<file path="src/logic/dcos_pkg.sv">
// Purpose: shared constants and types for the dma channel offset/size block
// Assumes: 8-bit special-function register space, one system clock
// Notes: offsets 0xCC and 0xCE sit on the dma register page
package dcos_pkg;
  // special-function register addresses
  localparam logic [7:0] OFS_HIGH_ADDR = 8'hCC;
  localparam logic [7:0] SIZE_LOW_ADDR = 8'hCD;
  localparam logic [7:0] OFS_LOW_ADDR = 8'hCE;
  localparam logic [7:0] SIZE_HIGH_ADDR = 8'hCF;
  localparam logic [7:0] CHAN_SEL_ADDR = 8'hD0;
  // field layout
  localparam int OFS_W = 10;
  localparam int OFS_HIGH_LSB = 8;
  localparam int OFS_HIGH_W = 2;
  localparam int SIZE_W = 16;
  // values after reset and on unmapped reads
  localparam logic [7:0] REG_RESET = 8'h00;
  localparam logic [7:0] UNMAPPED_READ = 8'h00;
  // structural defaults
  localparam int DEF_CHANNELS = 4;
  localparam int DEF_FIFO_DEPTH = 8;
  localparam int DEF_ADDR_W = 16;
  localparam int DATA_W = 8;
  // memory write engine states
  typedef enum logic {DCOS_IDLE, DCOS_WRITE} dcos_state_t;
endpackage

</file>
<file path="src/logic/dcos_fifo.sv">
// Purpose: small synchronous fifo between peripheral byte source and memory writer
// Assumes: single clock, depth a power of two
// Notes: in_ready comes from a flop so the block output stays registered
`timescale 1ns/1ps
module dcos_fifo #(
  parameter int WIDTH = 8,
  parameter int DEPTH = 8
) (
  input wire logic i_clk,
  input wire logic i_rst_n,
  input wire logic i_in_valid,
  input wire logic [WIDTH-1:0] i_in_data,
  output logic o_in_ready,
  output logic o_out_valid,
  output logic [WIDTH-1:0] o_out_data,
  input wire logic i_out_ready
);
  localparam int PTR_W = $clog2(DEPTH);

  // pointer wrap relies on a power-of-two depth
  if (DEPTH < 2 || (DEPTH & (DEPTH - 1)) != 0) begin : g_bad_depth
    $error("dcos_fifo: DEPTH must be a power of two, at least 2");
  end

  logic [WIDTH-1:0] mem_r [DEPTH];
  logic [PTR_W-1:0] wr_ptr_r;
  logic [PTR_W-1:0] rd_ptr_r;
  logic [PTR_W:0] cnt_r;
  logic [PTR_W:0] cnt_nxt;
  logic in_ready_r;
  logic push;
  logic pop;

  // handshakes on both sides
  assign push = i_in_valid && in_ready_r;
  assign pop = o_out_valid && i_out_ready;
  assign o_in_ready = in_ready_r;
  assign o_out_valid = (cnt_r != '0);
  assign o_out_data = mem_r[rd_ptr_r];

  always_comb begin
    cnt_nxt = cnt_r;
    if (push && !pop) begin
      cnt_nxt = cnt_r + 1'b1;
    end else if (pop && !push) begin
      cnt_nxt = cnt_r - 1'b1;
    end
  end

  // storage; no reset needed on data
  always_ff @(posedge i_clk) begin
    if (push) begin
      mem_r[wr_ptr_r] <= i_in_data;
    end
  end

  // pointers, fill level and registered ready
  always_ff @(posedge i_clk) begin
    if (!i_rst_n) begin
      wr_ptr_r <= '0;
      rd_ptr_r <= '0;
      cnt_r <= '0;
      in_ready_r <= 1'b1;
    end else begin
      if (push) begin
        wr_ptr_r <= wr_ptr_r + 1'b1;
      end
      if (pop) begin
        rd_ptr_r <= rd_ptr_r + 1'b1;
      end
      cnt_r <= cnt_nxt;
      in_ready_r <= (cnt_nxt != (PTR_W+1)'(DEPTH));
    end
  end
endmodule

</file>
<file path="src/logic/dcos_top.sv">
// Purpose: per-channel address offset and transfer size registers of a dma engine
// Assumes: peripherals and memory on the same clock; memory holds write until ready
// Notes: bytes from peripherals pass an 8-deep fifo before the memory write
// Functional notes
// - memory address is the channel base address plus its address offset
// - each byte moved on a channel advances its offset by one, unless software writes that offset in the same cycle
// - offset-high register bits 1:0 are offset bits 9:8
// - offset and size registers reach only the channel picked in channel select
// - size-low register bits 7:0 are the transfer count low byte
`timescale 1ns/1ps
module dcos_top
  import dcos_pkg::*;
#(
  parameter int NCH = DEF_CHANNELS,
  parameter int ADDR_W = DEF_ADDR_W,
  parameter int FIFO_DEPTH = DEF_FIFO_DEPTH
) (
  input wire logic I_MCLK,
  input wire logic I_RST_N,
  input wire logic [7:0] I_SFR_ADDR,
  input wire logic [7:0] I_SFR_WDATA,
  input wire logic I_SFR_WR,
  input wire logic I_SFR_RD,
  output logic [7:0] O_SFR_RDATA,
  input wire logic [NCH*ADDR_W-1:0] I_BASE_ADDR,
  input wire logic I_PERIPH_VALID,
  input wire logic [DATA_W-1:0] I_PERIPH_DATA,
  input wire logic [$clog2(NCH)-1:0] I_PERIPH_CHAN,
  output logic O_PERIPH_READY,
  output logic O_MEM_WE,
  output logic [ADDR_W-1:0] O_MEM_ADDR,
  output logic [DATA_W-1:0] O_MEM_WDATA,
  input wire logic I_MEM_READY,
  output logic [NCH-1:0] O_CHAN_DONE
);
  localparam int CH_W = $clog2(NCH);

  // a single channel would leave a zero-width channel index
  if (NCH < 2 || NCH > 256 || ADDR_W < OFS_W) begin : g_bad_param
    $error("dcos_top: NCH must be 2..256 and ADDR_W at least the offset width");
  end

  logic [CH_W-1:0] sel_r;
  logic [OFS_W-1:0] ofs_r [NCH];
  logic [SIZE_W-1:0] size_r [NCH];
  logic [SIZE_W-1:0] moved_r [NCH];
  logic [NCH-1:0] done_r;
  logic [7:0] rdata_r;
  dcos_state_t state_r;
  logic [CH_W-1:0] cur_ch_r;
  logic we_r;
  logic [ADDR_W-1:0] addr_r;
  logic [DATA_W-1:0] wdata_r;
  logic fifo_valid;
  logic fifo_pop;
  logic [CH_W+DATA_W-1:0] fifo_out;
  logic [CH_W-1:0] fifo_ch;
  logic [DATA_W-1:0] fifo_data;
  logic mem_done;
  logic [NCH-1:0] done_nxt;
  logic [ADDR_W-1:0] base_of_fifo_ch;
  logic sel_in_range;

  // the fifo stalls the peripheral when the memory side lags
  dcos_fifo #(
    .WIDTH(CH_W + DATA_W),
    .DEPTH(FIFO_DEPTH)
  ) u_fifo (
    .i_clk(I_MCLK),
    .i_rst_n(I_RST_N),
    .i_in_valid(I_PERIPH_VALID),
    .i_in_data({I_PERIPH_CHAN, I_PERIPH_DATA}),
    .o_in_ready(O_PERIPH_READY),
    .o_out_valid(fifo_valid),
    .o_out_data(fifo_out),
    .i_out_ready(fifo_pop)
  );

  assign fifo_ch = fifo_out[CH_W+DATA_W-1:DATA_W];
  assign fifo_data = fifo_out[DATA_W-1:0];
  // take one byte only while idle, so the offset is settled before reuse
  assign fifo_pop = fifo_valid && (state_r == DCOS_IDLE);
  assign mem_done = (state_r == DCOS_WRITE) && I_MEM_READY;
  assign base_of_fifo_ch = I_BASE_ADDR[fifo_ch*ADDR_W +: ADDR_W];
  assign sel_in_range = (32'(sel_r) < NCH);

  // channel select keeps only the low CH_W bits of the write; a kept value of NCH or more reaches no channel
  always_ff @(posedge I_MCLK) begin
    if (!I_RST_N) begin
      sel_r <= REG_RESET[CH_W-1:0];
    end else if (I_SFR_WR && I_SFR_ADDR == CHAN_SEL_ADDR) begin
      sel_r <= I_SFR_WDATA[CH_W-1:0];
    end
  end

  // offsets: a software write beats a same-cycle increment, so setup is never lost
  always_ff @(posedge I_MCLK) begin
    if (!I_RST_N) begin
      for (int c = 0; c < NCH; c++) begin
        ofs_r[c] <= '0;
      end
    end else begin
      for (int c = 0; c < NCH; c++) begin
        if (I_SFR_WR && sel_r == CH_W'(c) && I_SFR_ADDR == OFS_LOW_ADDR) begin
          ofs_r[c][7:0] <= I_SFR_WDATA;
        end else if (I_SFR_WR && sel_r == CH_W'(c) && I_SFR_ADDR == OFS_HIGH_ADDR) begin
          ofs_r[c][OFS_HIGH_LSB +: OFS_HIGH_W] <= I_SFR_WDATA[OFS_HIGH_W-1:0];
        end else if (mem_done && cur_ch_r == CH_W'(c)) begin
          ofs_r[c] <= ofs_r[c] + 1'b1;
        end
      end
    end
  end

  // transfer counts per channel
  always_ff @(posedge I_MCLK) begin
    if (!I_RST_N) begin
      for (int c = 0; c < NCH; c++) begin
        size_r[c] <= '0;
      end
    end else begin
      for (int c = 0; c < NCH; c++) begin
        if (I_SFR_WR && sel_r == CH_W'(c) && I_SFR_ADDR == SIZE_LOW_ADDR) begin
          size_r[c][7:0] <= I_SFR_WDATA;
        end else if (I_SFR_WR && sel_r == CH_W'(c) && I_SFR_ADDR == SIZE_HIGH_ADDR) begin
          size_r[c][15:8] <= I_SFR_WDATA;
        end
      end
    end
  end

  // bytes moved since the count was last programmed
  always_ff @(posedge I_MCLK) begin
    if (!I_RST_N) begin
      for (int c = 0; c < NCH; c++) begin
        moved_r[c] <= '0;
      end
    end else begin
      for (int c = 0; c < NCH; c++) begin
        if (I_SFR_WR && sel_r == CH_W'(c) &&
            (I_SFR_ADDR == SIZE_LOW_ADDR || I_SFR_ADDR == SIZE_HIGH_ADDR)) begin
          moved_r[c] <= '0;
        end else if (mem_done && cur_ch_r == CH_W'(c)) begin
          moved_r[c] <= moved_r[c] + 1'b1;
        end
      end
    end
  end

  // a channel is done when its moved count reaches the programmed count
  always_comb begin
    for (int c = 0; c < NCH; c++) begin
      done_nxt[c] = (moved_r[c] == size_r[c]);
    end
  end

  always_ff @(posedge I_MCLK) begin
    if (!I_RST_N) begin
      done_r <= '1;
    end else begin
      done_r <= done_nxt;
    end
  end

  assign O_CHAN_DONE = done_r;

  // memory write engine; bytes for a finished channel are dropped
  always_ff @(posedge I_MCLK) begin
    if (!I_RST_N) begin
      state_r <= DCOS_IDLE;
      cur_ch_r <= '0;
      we_r <= 1'b0;
      addr_r <= '0;
      wdata_r <= '0;
    end else begin
      case (state_r)
        DCOS_IDLE: begin
          if (fifo_pop && !done_nxt[fifo_ch]) begin
            state_r <= DCOS_WRITE;
            cur_ch_r <= fifo_ch;
            we_r <= 1'b1;
            addr_r <= base_of_fifo_ch + ADDR_W'(ofs_r[fifo_ch]);
            wdata_r <= fifo_data;
          end
        end
        DCOS_WRITE: begin
          if (I_MEM_READY) begin
            state_r <= DCOS_IDLE;
            we_r <= 1'b0;
          end
        end
        default: begin
          state_r <= DCOS_IDLE;
          we_r <= 1'b0;
        end
      endcase
    end
  end

  assign O_MEM_WE = we_r;
  assign O_MEM_ADDR = addr_r;
  assign O_MEM_WDATA = wdata_r;

  // register reads answer one cycle later; reserved bits read zero
  always_ff @(posedge I_MCLK) begin
    if (!I_RST_N) begin
      rdata_r <= REG_RESET;
    end else if (I_SFR_RD) begin
      rdata_r <= UNMAPPED_READ;
      if (I_SFR_ADDR == CHAN_SEL_ADDR) begin
        rdata_r <= 8'(sel_r);
      end else if (sel_in_range) begin
        case (I_SFR_ADDR)
          OFS_HIGH_ADDR: rdata_r <= 8'(ofs_r[sel_r][OFS_W-1:OFS_HIGH_LSB]);
          OFS_LOW_ADDR: rdata_r <= ofs_r[sel_r][7:0];
          SIZE_LOW_ADDR: rdata_r <= size_r[sel_r][7:0];
          SIZE_HIGH_ADDR: rdata_r <= size_r[sel_r][15:8];
          default: rdata_r <= UNMAPPED_READ;
        endcase
      end
    end
  end

  assign O_SFR_RDATA = rdata_r;

  logic [OFS_W-1:0] ofs_cur;
  logic [SIZE_W-1:0] size_sel;
  logic sw_ofs_wr;
  assign ofs_cur = ofs_r[cur_ch_r];
  assign size_sel = size_r[sel_r];
  assign sw_ofs_wr = I_SFR_WR && (I_SFR_ADDR == OFS_LOW_ADDR || I_SFR_ADDR == OFS_HIGH_ADDR);
endmodule

</file>
<file path="config.mk">
export PLATFORM = sky130hd
export DESIGN_NAME = dcos_top
export DESIGN_NICKNAME = d
export VERILOG_FILES = /design/src/logic/dcos_pkg.sv /design/src/logic/dcos_fifo.sv /design/src/logic/dcos_top.sv
export SDC_FILE = /design/constraint.sdc
export NUM_CORES = 1
export LEC_CHECK = 0
export BUFFER_PORTS_ARGS = -buffer_cell sky130_fd_sc_hd__buf_2
export CAP_MARGIN = 10
export CORE_UTILIZATION = 65
export CTS_CLUSTER_SIZE = 40
export DETAILED_ROUTE_END_ITERATION = 16
export PLACE_DENSITY = 0.86
export SETUP_SLACK_MARGIN = 0.5
export SLEW_MARGIN = 20
export SYNTH_ARGS = -nofsm -noshare
export SYNTH_HDL_FRONTEND = slang
export SYNTH_SLANG_ARGS = --single-unit
</file>
<file path="constraint.sdc">
create_clock -name I_MCLK -period 6.3 [get_ports I_MCLK]
set_input_delay 0.945 -clock I_MCLK [delete_from_list [all_inputs] [get_ports I_MCLK]]
set_output_delay 0.945 -clock I_MCLK [all_outputs]
set_load 0.01 [all_outputs]
</file>
**Word level (Yosys, flattened, before mapping)**

Memory sizes are Yosys's and may differ from the RTL's. A register that Yosys moved wholly into a read port is not among the register bits.
Index checks and enable logic that the tools add are counted.

- Input bits: 96
- RAM bits: 248
- Register bits: 53
- Logic and storage cells: 280
- Memories: 4
- Output and inout port bits: 38

Memory list:

| name | depth | bits a word | rd ports | clocked after memory_dff | wr ports | RTL line | RTL |
|---|---|---|---|---|---|---|---|
| u_fifo.mem_r | 8 | 10 | 1 | 1 | 1 | dcos_fifo.sv:25 | `logic [WIDTH-1:0] mem_r [DEPTH];` |
| moved_r | 4 | 16 | 4 | 0 | 4 | dcos_top.sv:46 | `logic [SIZE_W-1:0] moved_r [NCH];` |
| size_r | 4 | 16 | 5 | 1 | 4 | dcos_top.sv:45 | `logic [SIZE_W-1:0] size_r [NCH];` |
| ofs_r | 4 | 10 | 6 | 1 | 4 | dcos_top.sv:44 | `logic [OFS_W-1:0] ofs_r [NCH];` |

- Order comparisons: 1
- Shift operators: 1
- Reduce and logical (&&, ||, !) cells: 45
- Equality and inequality tests: 18
- Add/sub/neg operators: 13
- Bitwise logic cells: 33
- Multiplexer cells: 153

Operator list:

| cell | number |
|---|---|
| 8-bit 2-to-1 mux | 17 |
| 16-bit 2-to-1 mux | 8 |
| 1-bit 2-to-1 mux | 108 |
| 16-bit by 1-bit adder with 16-bit output, second input constant | 4 |
| 16-bit equality test | 4 |
| 64-bit by 7-bit indexed part select with 16-bit output | 1 |
| 10-bit by 1-bit adder with 10-bit output, second input constant | 4 |
| 8-bit equality test, second input constant | 5 |
| 1-bit logical AND | 36 |
| 1-bit bitwise OR | 32 |
| 8-bit one-hot mux with 4 select lines | 1 |
| 2-bit 2-to-1 mux | 12 |
| 16-bit by 10-bit adder with 16-bit output | 1 |
| 2-bit equality test, second input constant | 4 |
| 4-bit 2-to-1 mux | 2 |
| 3-bit by 1-bit adder with 3-bit output, second input constant | 2 |
| 3-bit 2-to-1 mux | 2 |
| 4-bit by 1-bit adder with 4-bit output, second input constant | 1 |
| 2-bit by 1-bit equality test with 1-bit output, second input constant | 2 |
| 2-bit zero test | 2 |
| 4-bit inequality test, second input constant | 1 |
| 1-bit one-hot mux with 2 select lines | 2 |
| 2-bit AND reduction | 2 |
| 4-bit nonzero test | 1 |
| 8 further kinds | 10 |

**Logic depth before layout (Yosys ltp)**

Gate-level depths: netlist of the first run.

- Word-level depth: 9
- Gate-level depth with buffers: 17
- Depth with buffers taken out: 14

**Hierarchy**

From an unflattened synthesis of the first run, not the netlist that was laid out.

- Cells, all modules: 1,329
- Area total of the unflattened synthesis: 16,158.0 um2

By module, submodules not included:

| module | times used | cells each | area an instance (um2) |
|---|---|---|---|
| dcos_top | 1 | 1,126 | 12,431.9 |
| dcos_fifo | 1 | 203 | 3,726.1 |

**Worst setup path before layout of the first run**

No wires, ideal clock.

- Path kind: reg2reg
- From: register (tool-made name)
- To: register addr_r[14] (netlist: O_MEM_ADDR[14])
- Setup time: 91 ps
- Clock period less this slack: 4,307 ps
- Path buffers: 4
- Arrival time: 4,216 ps
- Stages on the path, launching flop included: 17
- Setup slack: 1,993 ps
- Cell sequence: dfxtp_1 > buf_6 > mux4_2 > mux2i_4 > buf_2 > buf_2 > buf_2 > mux2i_1 > a21oi_1 > ha_1 > fa_1 > a21o_1 > a21oi_1 > o211ai_1 > a311o_1 > a21o_1 > a311oi_1

RTL lines:

| what | RTL line | RTL |
|---|---|---|
| to (signal assigned) | dcos_top.sv:182 | `addr_r <= base_of_fifo_ch + ADDR_W'(ofs_r[fifo_ch]);` |
| to (decl) | dcos_top.sv:52 | `logic [ADDR_W-1:0] addr_r;` |

==> impl_metrics.env, run 1 <==
export IMPL_worst_ep_arrival_time_ps=5480
export IMPL_antenna_cells=0
export IMPL_drt_pre_antenna_iters=8
export IMPL_dpl_worst_slack_ps=1458
export IMPL_avgSynthCellArea_um2=11.57
export IMPL_syn_area_um2=16070
export IMPL_hold_viol_final=0
export IMPL_setup_worst_path_start_class="flop"
export IMPL_starting_density_of_the_core_pct=66.25
export IMPL_final_cell_mix="sky130_fd_sc_hd__edfxtp_1, sky130_fd_sc_hd__buf_2, sky130_fd_sc_hd__nor2_1"
export IMPL_synth_top_area_share_pct=46.36
export IMPL_layout_commonest_cell="sky130_fd_sc_hd__edfxtp_1"
export IMPL_critPathKind="reg -> reg"
export IMPL_seq_power_share_pct=38.8
export IMPL_drtIter0Drc=1555
export IMPL_worst_path_most_repeated_cell="sky130_fd_sc_hd__a21oi_1"
export IMPL_worst_slew_pin_slew_ps=1082
export IMPL_post_synth_num_cell_types=54
export IMPL_dpl_instance_area_um2=17050
export IMPL_detail_route_drc_violations=0
export IMPL_number_of_synthesized_flops_with_an_enable_pin=248
export IMPL_holdCritPathClass="reg -> reg"
export IMPL_grt_usage_pct=33.12
export IMPL_die_width_um=159.2
export IMPL_vias=12240
export IMPL_cts_hold_buffers_added=0
export IMPL_outcome="finished clean"
export IMPL_ctsResizeCount=0
export IMPL_combinationalPowerShare_pct=32.6
export IMPL_rsz0062_at_grt="no"
export IMPL_htree_levels=1
export IMPL_critical_path_peak_fanout=34
export IMPL_gr_total_overflow=0
export IMPL_power_internal_mw=4.425
export IMPL_design_final_nets=1628
export IMPL_fmaxAchievable_ghz=0.1994
export IMPL_route_antenna_remaining_nets=0
export IMPL_buffer_ports_inserted=133
export IMPL_synthTopCellsByArea="sky130_fd_sc_hd__edfxtp_1, sky130_fd_sc_hd__dfxtp_1, sky130_fd_sc_hd__mux4_2, sky130_fd_sc_hd__xor2_1, sky130_fd_sc_hd__mux2i_1"
export IMPL_route_detailed_wl_per_inst_um=22.68
export IMPL_worst_setup_hold_path_clk_slew_ps=60
export IMPL_sw_frac_of_total_pct=33.45
export IMPL_die_height_um=159.2
export IMPL_area_growth_pct=12.77
export IMPL_clkLatencyLatePin_ps=560
export IMPL_rows=57
export IMPL_cp_required_ps=6760
export IMPL_max_slew_margin_vs_limit_pct=27.09
export IMPL_timing_setup_tns_ps=0
export IMPL_root_buffer="sky130_fd_sc_hd__clkbuf_16"
export IMPL_grt_start_max_net_pins=47
export IMPL_ys_ff_latch=306
export IMPL_finish_instance_area_um2=18120
export IMPL_design_portCount=134
export IMPL_critical_path_max_stage_delay_ps=1010
export IMPL_timing_critical_path_slowest_stage_cell="sky130_fd_sc_hd__dfxtp_1"
export IMPL_max_cap_violations=0
export IMPL_p_leak_nw=6.597
export IMPL_dp_hpwl_um=28660
export IMPL_setup_violations_final=0
export IMPL_power_density_nw_per_um2=367.0
export IMPL_cts_buffers_inserted=30
export IMPL_cts_sinks=306
export IMPL_final_setup_skew_ps=9.578
export IMPL_fraction_of_final_layout_cells_sized_beyond_drive_strength_1_pct=17.94
export IMPL_die_area_um2=25350
export IMPL_gp_congestion=0.9533
export IMPL_period_minus_slack_ps=5014
export IMPL_postSynthCellCount=1388
export IMPL_synth_warning_count=0
export IMPL_yosys_area_top_type="sky130_fd_sc_hd__edfxtp_1"
export IMPL_post_cts_setup_buffers=0
export IMPL_irDropWorstVdd_mv=0.3565
export IMPL_share_of_flip_flops_with_an_asynchronous_set_or_reset_pct=0
export IMPL_final_fill_count=1528
export IMPL_cts_path_max_buffers=3
export IMPL_core_area_um2=24250
export IMPL_switchingPower_mw=2.224
export IMPL_synth_nets=1507
export IMPL_global_route_wire_length_before_repair_um=65540
export IMPL_ys_seq_area_share_pct=53.58
export IMPL_timing_final_ws_setup_ps=1286
export IMPL_finalWirelength_um=42110
export IMPL_synthFlopType="sky130_fd_sc_hd__edfxtp_1"
export IMPL_cts_tree="yes"
export IMPL_post_drt_via_cell_ratio=6.589
export IMPL_antenna_found_initial=0
export IMPL_worstPathCellList="mux4_2 -> mux2i_4 -> a211oi_1 -> a21oi_1 -> ha_1 -> a21o_1 -> a21oi_1 -> o21ai_0 -> and4_1 -> nor3_1 -> o31ai_1 -> a311oi_1"
export IMPL_final_max_slew_violation_count=0
export IMPL_crit_path_end_kind="flop"
export IMPL_share_clk_of_total_power_pct=28.6
export IMPL_post_route_period_util_pct=79.59
export IMPL_grt_pass1_vias=11900
Yosys cell counts, drive strengths merged (22+ instances only):
master,instances
edfxtp,248
nor2,125
xor2,112
nand2,110
a21oi,73
and2,73
o21ai,72
nand3,59
dfxtp,58
mux2i,50
xnor2,47
mux4,46
clkbuf,44
a211oi,38
nor2b,24
ha,22
layout make-up:
class                           count  area (um^2)  area share, %
Clock buffer                       41        842.1          4.648
Multi-Input combinational cell   1002         7161          39.52
Timing Repair Buffer              154        835.8          4.613
Tap cell                          324        405.4          2.238
Inverter                           15        56.30         0.3108
Clock inverter                     15        209.0          1.153
Sequential cell                   306         8608          47.51
worst max-delay path: cells and delay by family, from the launching register on:
family	cells	cell delay [ps]
muxes	2	1410
adders and majority gates	1	280
DFF	1	1010
AOI/OAI and AO/OA	7	1490
and+or+nand+nor	2	700
cell families (layout without fill, tap and decap cells):
family / Yosys count / count (layout) / share of synthesized area [%]
AND/OR/NAND/NOR: 480 / 480 / 14.61
XOR/XNOR: 159 / 159 / 8.668
multiplexers: 107 / 107 / 10.46
flip-flops: 306 / 306 / 53.58
adder cells (fa/ha/maj): 23 / 23 / 1.838
buffers and inverters: 80 / 225 / 2.087
AO/OA/AOI/OAI: 233 / 233 / 8.754
sequential cells by signal (all words and copies together) (netlist names), named ones only:
register and flops:
O_CHAN_DONE 4, O_MEM_ADDR 16, O_MEM_WDATA 8, O_MEM_WE 1, O_SFR_RDATA 8, cur_ch_r 2, moved_r 64, ofs_r 40
sel_r 2, size_r 64, state_r 1, u_fifo.cnt_r 4, u_fifo.mem_r 80, u_fifo.o_in_ready 1, u_fifo.rd_ptr_r 3, u_fifo.wr_ptr_r 3
stage by stage:
stage | instances | hold slack [ps] | total power [mW] | util [%]
finish | 1857 | 479.0 | 6.650 | 74.72
global route | 1857 | 500.5 | 6.940 | 74.72
CTS | 1857 | 479.7 | 6.622 | 74.66
detailed placement | 1801 | 470.0 | 4.712 | 70.33
global placement | 1801 | 460.2 | 4.623 | 70.33
floorplan | 1388 | 454.1 | 4.150 | -
layer usage:
layer  track usage [%]  vias to the layer above  wire length [um]
li1                  -                     5358                 -
met1             43.88                     5888             15520
met2             54.29                      836             20020
met3             6.564                      153              4780
met4             12.85                        0              1797
met5                 0                        -                 0
path summary, 6_finish.rpt:
path | startpoint | endpoint | slack (ps) | cells after the start
max | flop | O_MEM_ADDR[13] | 1290 | 12
min | O_MEM_ADDR[6] | O_MEM_ADDR[6] | 480 | 2
max reg2reg | flop | O_MEM_ADDR[13] | 1290 | 12
min reg2reg | O_MEM_ADDR[6] | O_MEM_ADDR[6] | 480 | 2
power by group through the flow:
stage / clock, mW / combinational, mW / sequential, mW
after floorplan: 0 / 1.60 / 2.55
after global placement: 0 / 2.03 / 2.59
after detailed placement: 0 / 2.11 / 2.61
after CTS: 1.91 / 2.14 / 2.57
after global routing: 1.99 / 2.36 / 2.60
final: 1.90 / 2.17 / 2.58
Power figures use the tool's default switching activity.
==> inputs of run 2 (changes only) <==
CORE_UTILIZATION = 61   (was 65)
PLACE_DENSITY = 0.81   (was 0.86)
clock period = 5.1 ns   (was 6.3 ns; I/O delays follow)
==> run 2 against run 1 <==
  * Total power is 25% higher
  * Wire length fell by 1.1%
  * Cell count rose by 1.6%
  * Register-to-register slack got worse by 330 ps
  * First-iteration DRC count decreased by 5.3%
  * Via count shrank 2.0%
  * Die area up 6.5%
==> impl_metrics.env, run 2 (synthesized netlist as in run 1, its figures left out) <==
export IMPL_outcome="finished clean"
export IMPL_regMostFlops="u_fifo.mem_r"
export IMPL_post_route_period_util_pct=81.22
export IMPL_cts_tree="yes"
export IMPL_global_route_usage_met3_pct=5.505
export IMPL_period_minus_slack_ps=4142
export IMPL_starting_density_of_the_core_pct=62.00
export IMPL_multiInputGateArea_um2=7191
export IMPL_p_leak_nw=6.670
export IMPL_cts_sinks=306
export IMPL_setup_worst_path_start_class="flop"
export IMPL_critical_path_max_stage_delay_ps=650
export IMPL_global_route_wire_length_before_repair_um=61910
export IMPL_final_seq_area_um2=8610
export IMPL_cts_path_max_buffers=3
export IMPL_crit_family="multiplexers"
export IMPL_route_detailed_wl_per_inst_um=22.06
export IMPL_die_width_um=164.3
export IMPL_post_layout_total_power_mw=8.316
export IMPL_hold_viol_final=0
export IMPL_route_antenna_remaining_nets=0
export IMPL_area_growth_pct=13.72
export IMPL_post_drt_via_cell_ratio=6.352
export IMPL_grt_busiest_layer="met2"
export IMPL_gp_congestion=0.9469
export IMPL_final_setup_skew_ps=25.21
export IMPL_layout_commonest_cell="sky130_fd_sc_hd__edfxtp_1"
export IMPL_worst_ep_arrival_time_ps=4580
export IMPL_worst_setup_hold_path_clk_slew_ps=60
export IMPL_gr_total_overflow=0
export IMPL_worst_path_most_repeated_cell="sky130_fd_sc_hd__a21oi_1"
export IMPL_holdCritPathClass="reg -> reg"
export IMPL_finalWirelength_um=41630
export IMPL_rsz0062_at_grt="no"
export IMPL_drtIter0Drc=1473
export IMPL_detail_route_drc_violations=0
export IMPL_timing_critical_path_slowest_stage_cell="sky130_fd_sc_hd__mux4_2"
export IMPL_design_portCount=134
export IMPL_finish_instance_area_um2=18270
export IMPL_grt_start_max_net_pins=49
export IMPL_dp_hpwl_um=28840
export IMPL_critical_path_peak_fanout=11
export IMPL_worstSetupEndpoint="O_MEM_ADDR[15]"
export IMPL_final_max_slew_violation_count=0
export IMPL_vias=11990
export IMPL_die_height_um=164.3
export IMPL_grt_pass1_vias=11240
export IMPL_cts_buffers_inserted=34
export IMPL_final_fill_count=1740
export IMPL_design_final_nets=1644
export IMPL_buffer_ports_inserted=133
export IMPL_critPathKind="reg -> reg"
export IMPL_timing_critical_path_buf_inv=1
export IMPL_largest_reg_flops=80
export IMPL_worstPathCellList="mux4_2 -> mux2i_4 -> buf_4 -> nor2b_1 -> a211oi_1 -> a21oi_1 -> ha_1 -> a21oi_1 -> o21ai_0 -> and4_1 -> nor3_1 -> or4_1 -> a311oi_1"
export IMPL_max_slew_margin_vs_limit_pct=26.74
export IMPL_rows=59
export IMPL_htree_levels=2
export IMPL_worstRegToRegCells=13
export IMPL_grt_usage_pct=30.37
export IMPL_core_area_um2=25910
export IMPL_root_buffer="sky130_fd_sc_hd__clkbuf_16"
export IMPL_timing_setup_tns_ps=0
export IMPL_crit_path_end_kind="flop"
export IMPL_reg_largest_list="u_fifo.mem_r: 80 flops, moved_r: 64 flops, size_r: 64 flops"
export IMPL_grt_use_met1_pct=41.42
export IMPL_drt_pre_antenna_iters=8
export IMPL_crit_reg2reg_capture="O_MEM_ADDR[15]"
export IMPL_antenna_found_initial=1
export IMPL_max_cap_violations=0
export IMPL_fmaxAchievable_ghz=0.2414
export IMPL_die_area_um2=26990
export IMPL_fraction_of_final_layout_cells_sized_beyond_drive_strength_1_pct=18.50
export IMPL_cts_hold_buffers_added=0
export IMPL_cp_required_ps=5530
export IMPL_groute_layer_met2_usage_pct=48.12
export IMPL_worst_slew_pin_slew_ps=1089
export IMPL_setup_violations_final=0
export IMPL_dpl_instance_area_um2=17130
export IMPL_power_density_nw_per_um2=455.2
export IMPL_worstHoldStart="O_MEM_ADDR[10]"
export IMPL_irDropWorstVdd_mv=0.3818
export IMPL_clkLatencyLatePin_ps=530
export IMPL_cell_depth_of_the_worst_setup_path=13
export IMPL_worst_r2r_setup_slack_ps=960
export IMPL_final_cell_mix="sky130_fd_sc_hd__edfxtp_1, sky130_fd_sc_hd__buf_2, sky130_fd_sc_hd__nor2_1"
[run 2: cell count changes in the layout (fill, tap and decap cells not counted), sizes merged]
cell,change
buf,+10
clkbuf,+7
inv,+1
bufinv,-3
clkinvlp,-1
diode,+1
clkinv,+2
mux2i,+2
[run 2: worst min-delay path by stage]
stage | endpoint | slack (ps) | depth (start not counted)
after CTS | O_MEM_ADDR[10] | 470 | 2
after detailed placement | O_MEM_ADDR[10] | 460 | 2
after global routing | u_fifo.mem_r[6][1] | 490 | 1
final | O_MEM_ADDR[10] | 470 | 2
after global placement | O_MEM_ADDR[10] | 460 | 2
after floorplan | flop | 450 | 2
[run 2: what timing repair did]
item                                    in CTS  in global routing
hold endpoints to repair                     0                  0
endpoints found under the setup margin       0                  6
gates resized for setup                      0                  2
buffers inserted                             0                  0
[run 2: area by class of cell]
cell class | count | share of cell area [%]
flip-flops and latches | 306 | 47.12
multi-input cells | 1004 | 39.36
clock buffers | 48 | 5.054
repair buffers | 164 | 4.917
well taps | 335 | 2.294
clock inverters | 14 | 0.9314
inverters | 15 | 0.3082
diodes | 1 | 0.01370
[run 2: power breakdown]
part	total, mW	internal (mW)	leakage (nW)	switching [mW]
combinational	2.76	1.15	3.21	1.61
clock	2.39	1.39	0.531	1.01
sequential	3.16	2.94	2.93	0.223
total	8.32	5.47	6.67	2.84
[run 2: metal layers]
metal | part of all wire [%] | up-vias
li1 | - | 5397
met1 | 38 | 5789
met2 | 47 | 678
met3 | 11 | 123
met4 | 3.8 | 0
met5 | 0 | -
[run 2: through the flow]
stage                     setup WS (ps)  utilization, %  hold slack (ps)  cells
after CTS                         539.1           70.33            470.9   1884
after global placement            749.5           66.11            462.6   1822
after floorplan                   793.4               -            454.1   1388
after detailed placement          608.3           66.11            464.5   1822
after global routing              577.0           70.51            491.4   1887
final                             958.0           70.51            471.8   1887
[run 2: worst register-to-register path: stages, from the launching register on]
cell and delay [ps]:
sky130_fd_sc_hd__dfxtp_1 410, sky130_fd_sc_hd__mux4_2 650, sky130_fd_sc_hd__mux2i_4 450, sky130_fd_sc_hd__buf_4 260, sky130_fd_sc_hd__nor2b_1 60, sky130_fd_sc_hd__a211oi_1 210, sky130_fd_sc_hd__a21oi_1 90, sky130_fd_sc_hd__ha_1 370
sky130_fd_sc_hd__a21oi_1 120, sky130_fd_sc_hd__o21ai_0 320, sky130_fd_sc_hd__and4_1 300, sky130_fd_sc_hd__nor3_1 100, sky130_fd_sc_hd__or4_1 470, sky130_fd_sc_hd__a311oi_1 250
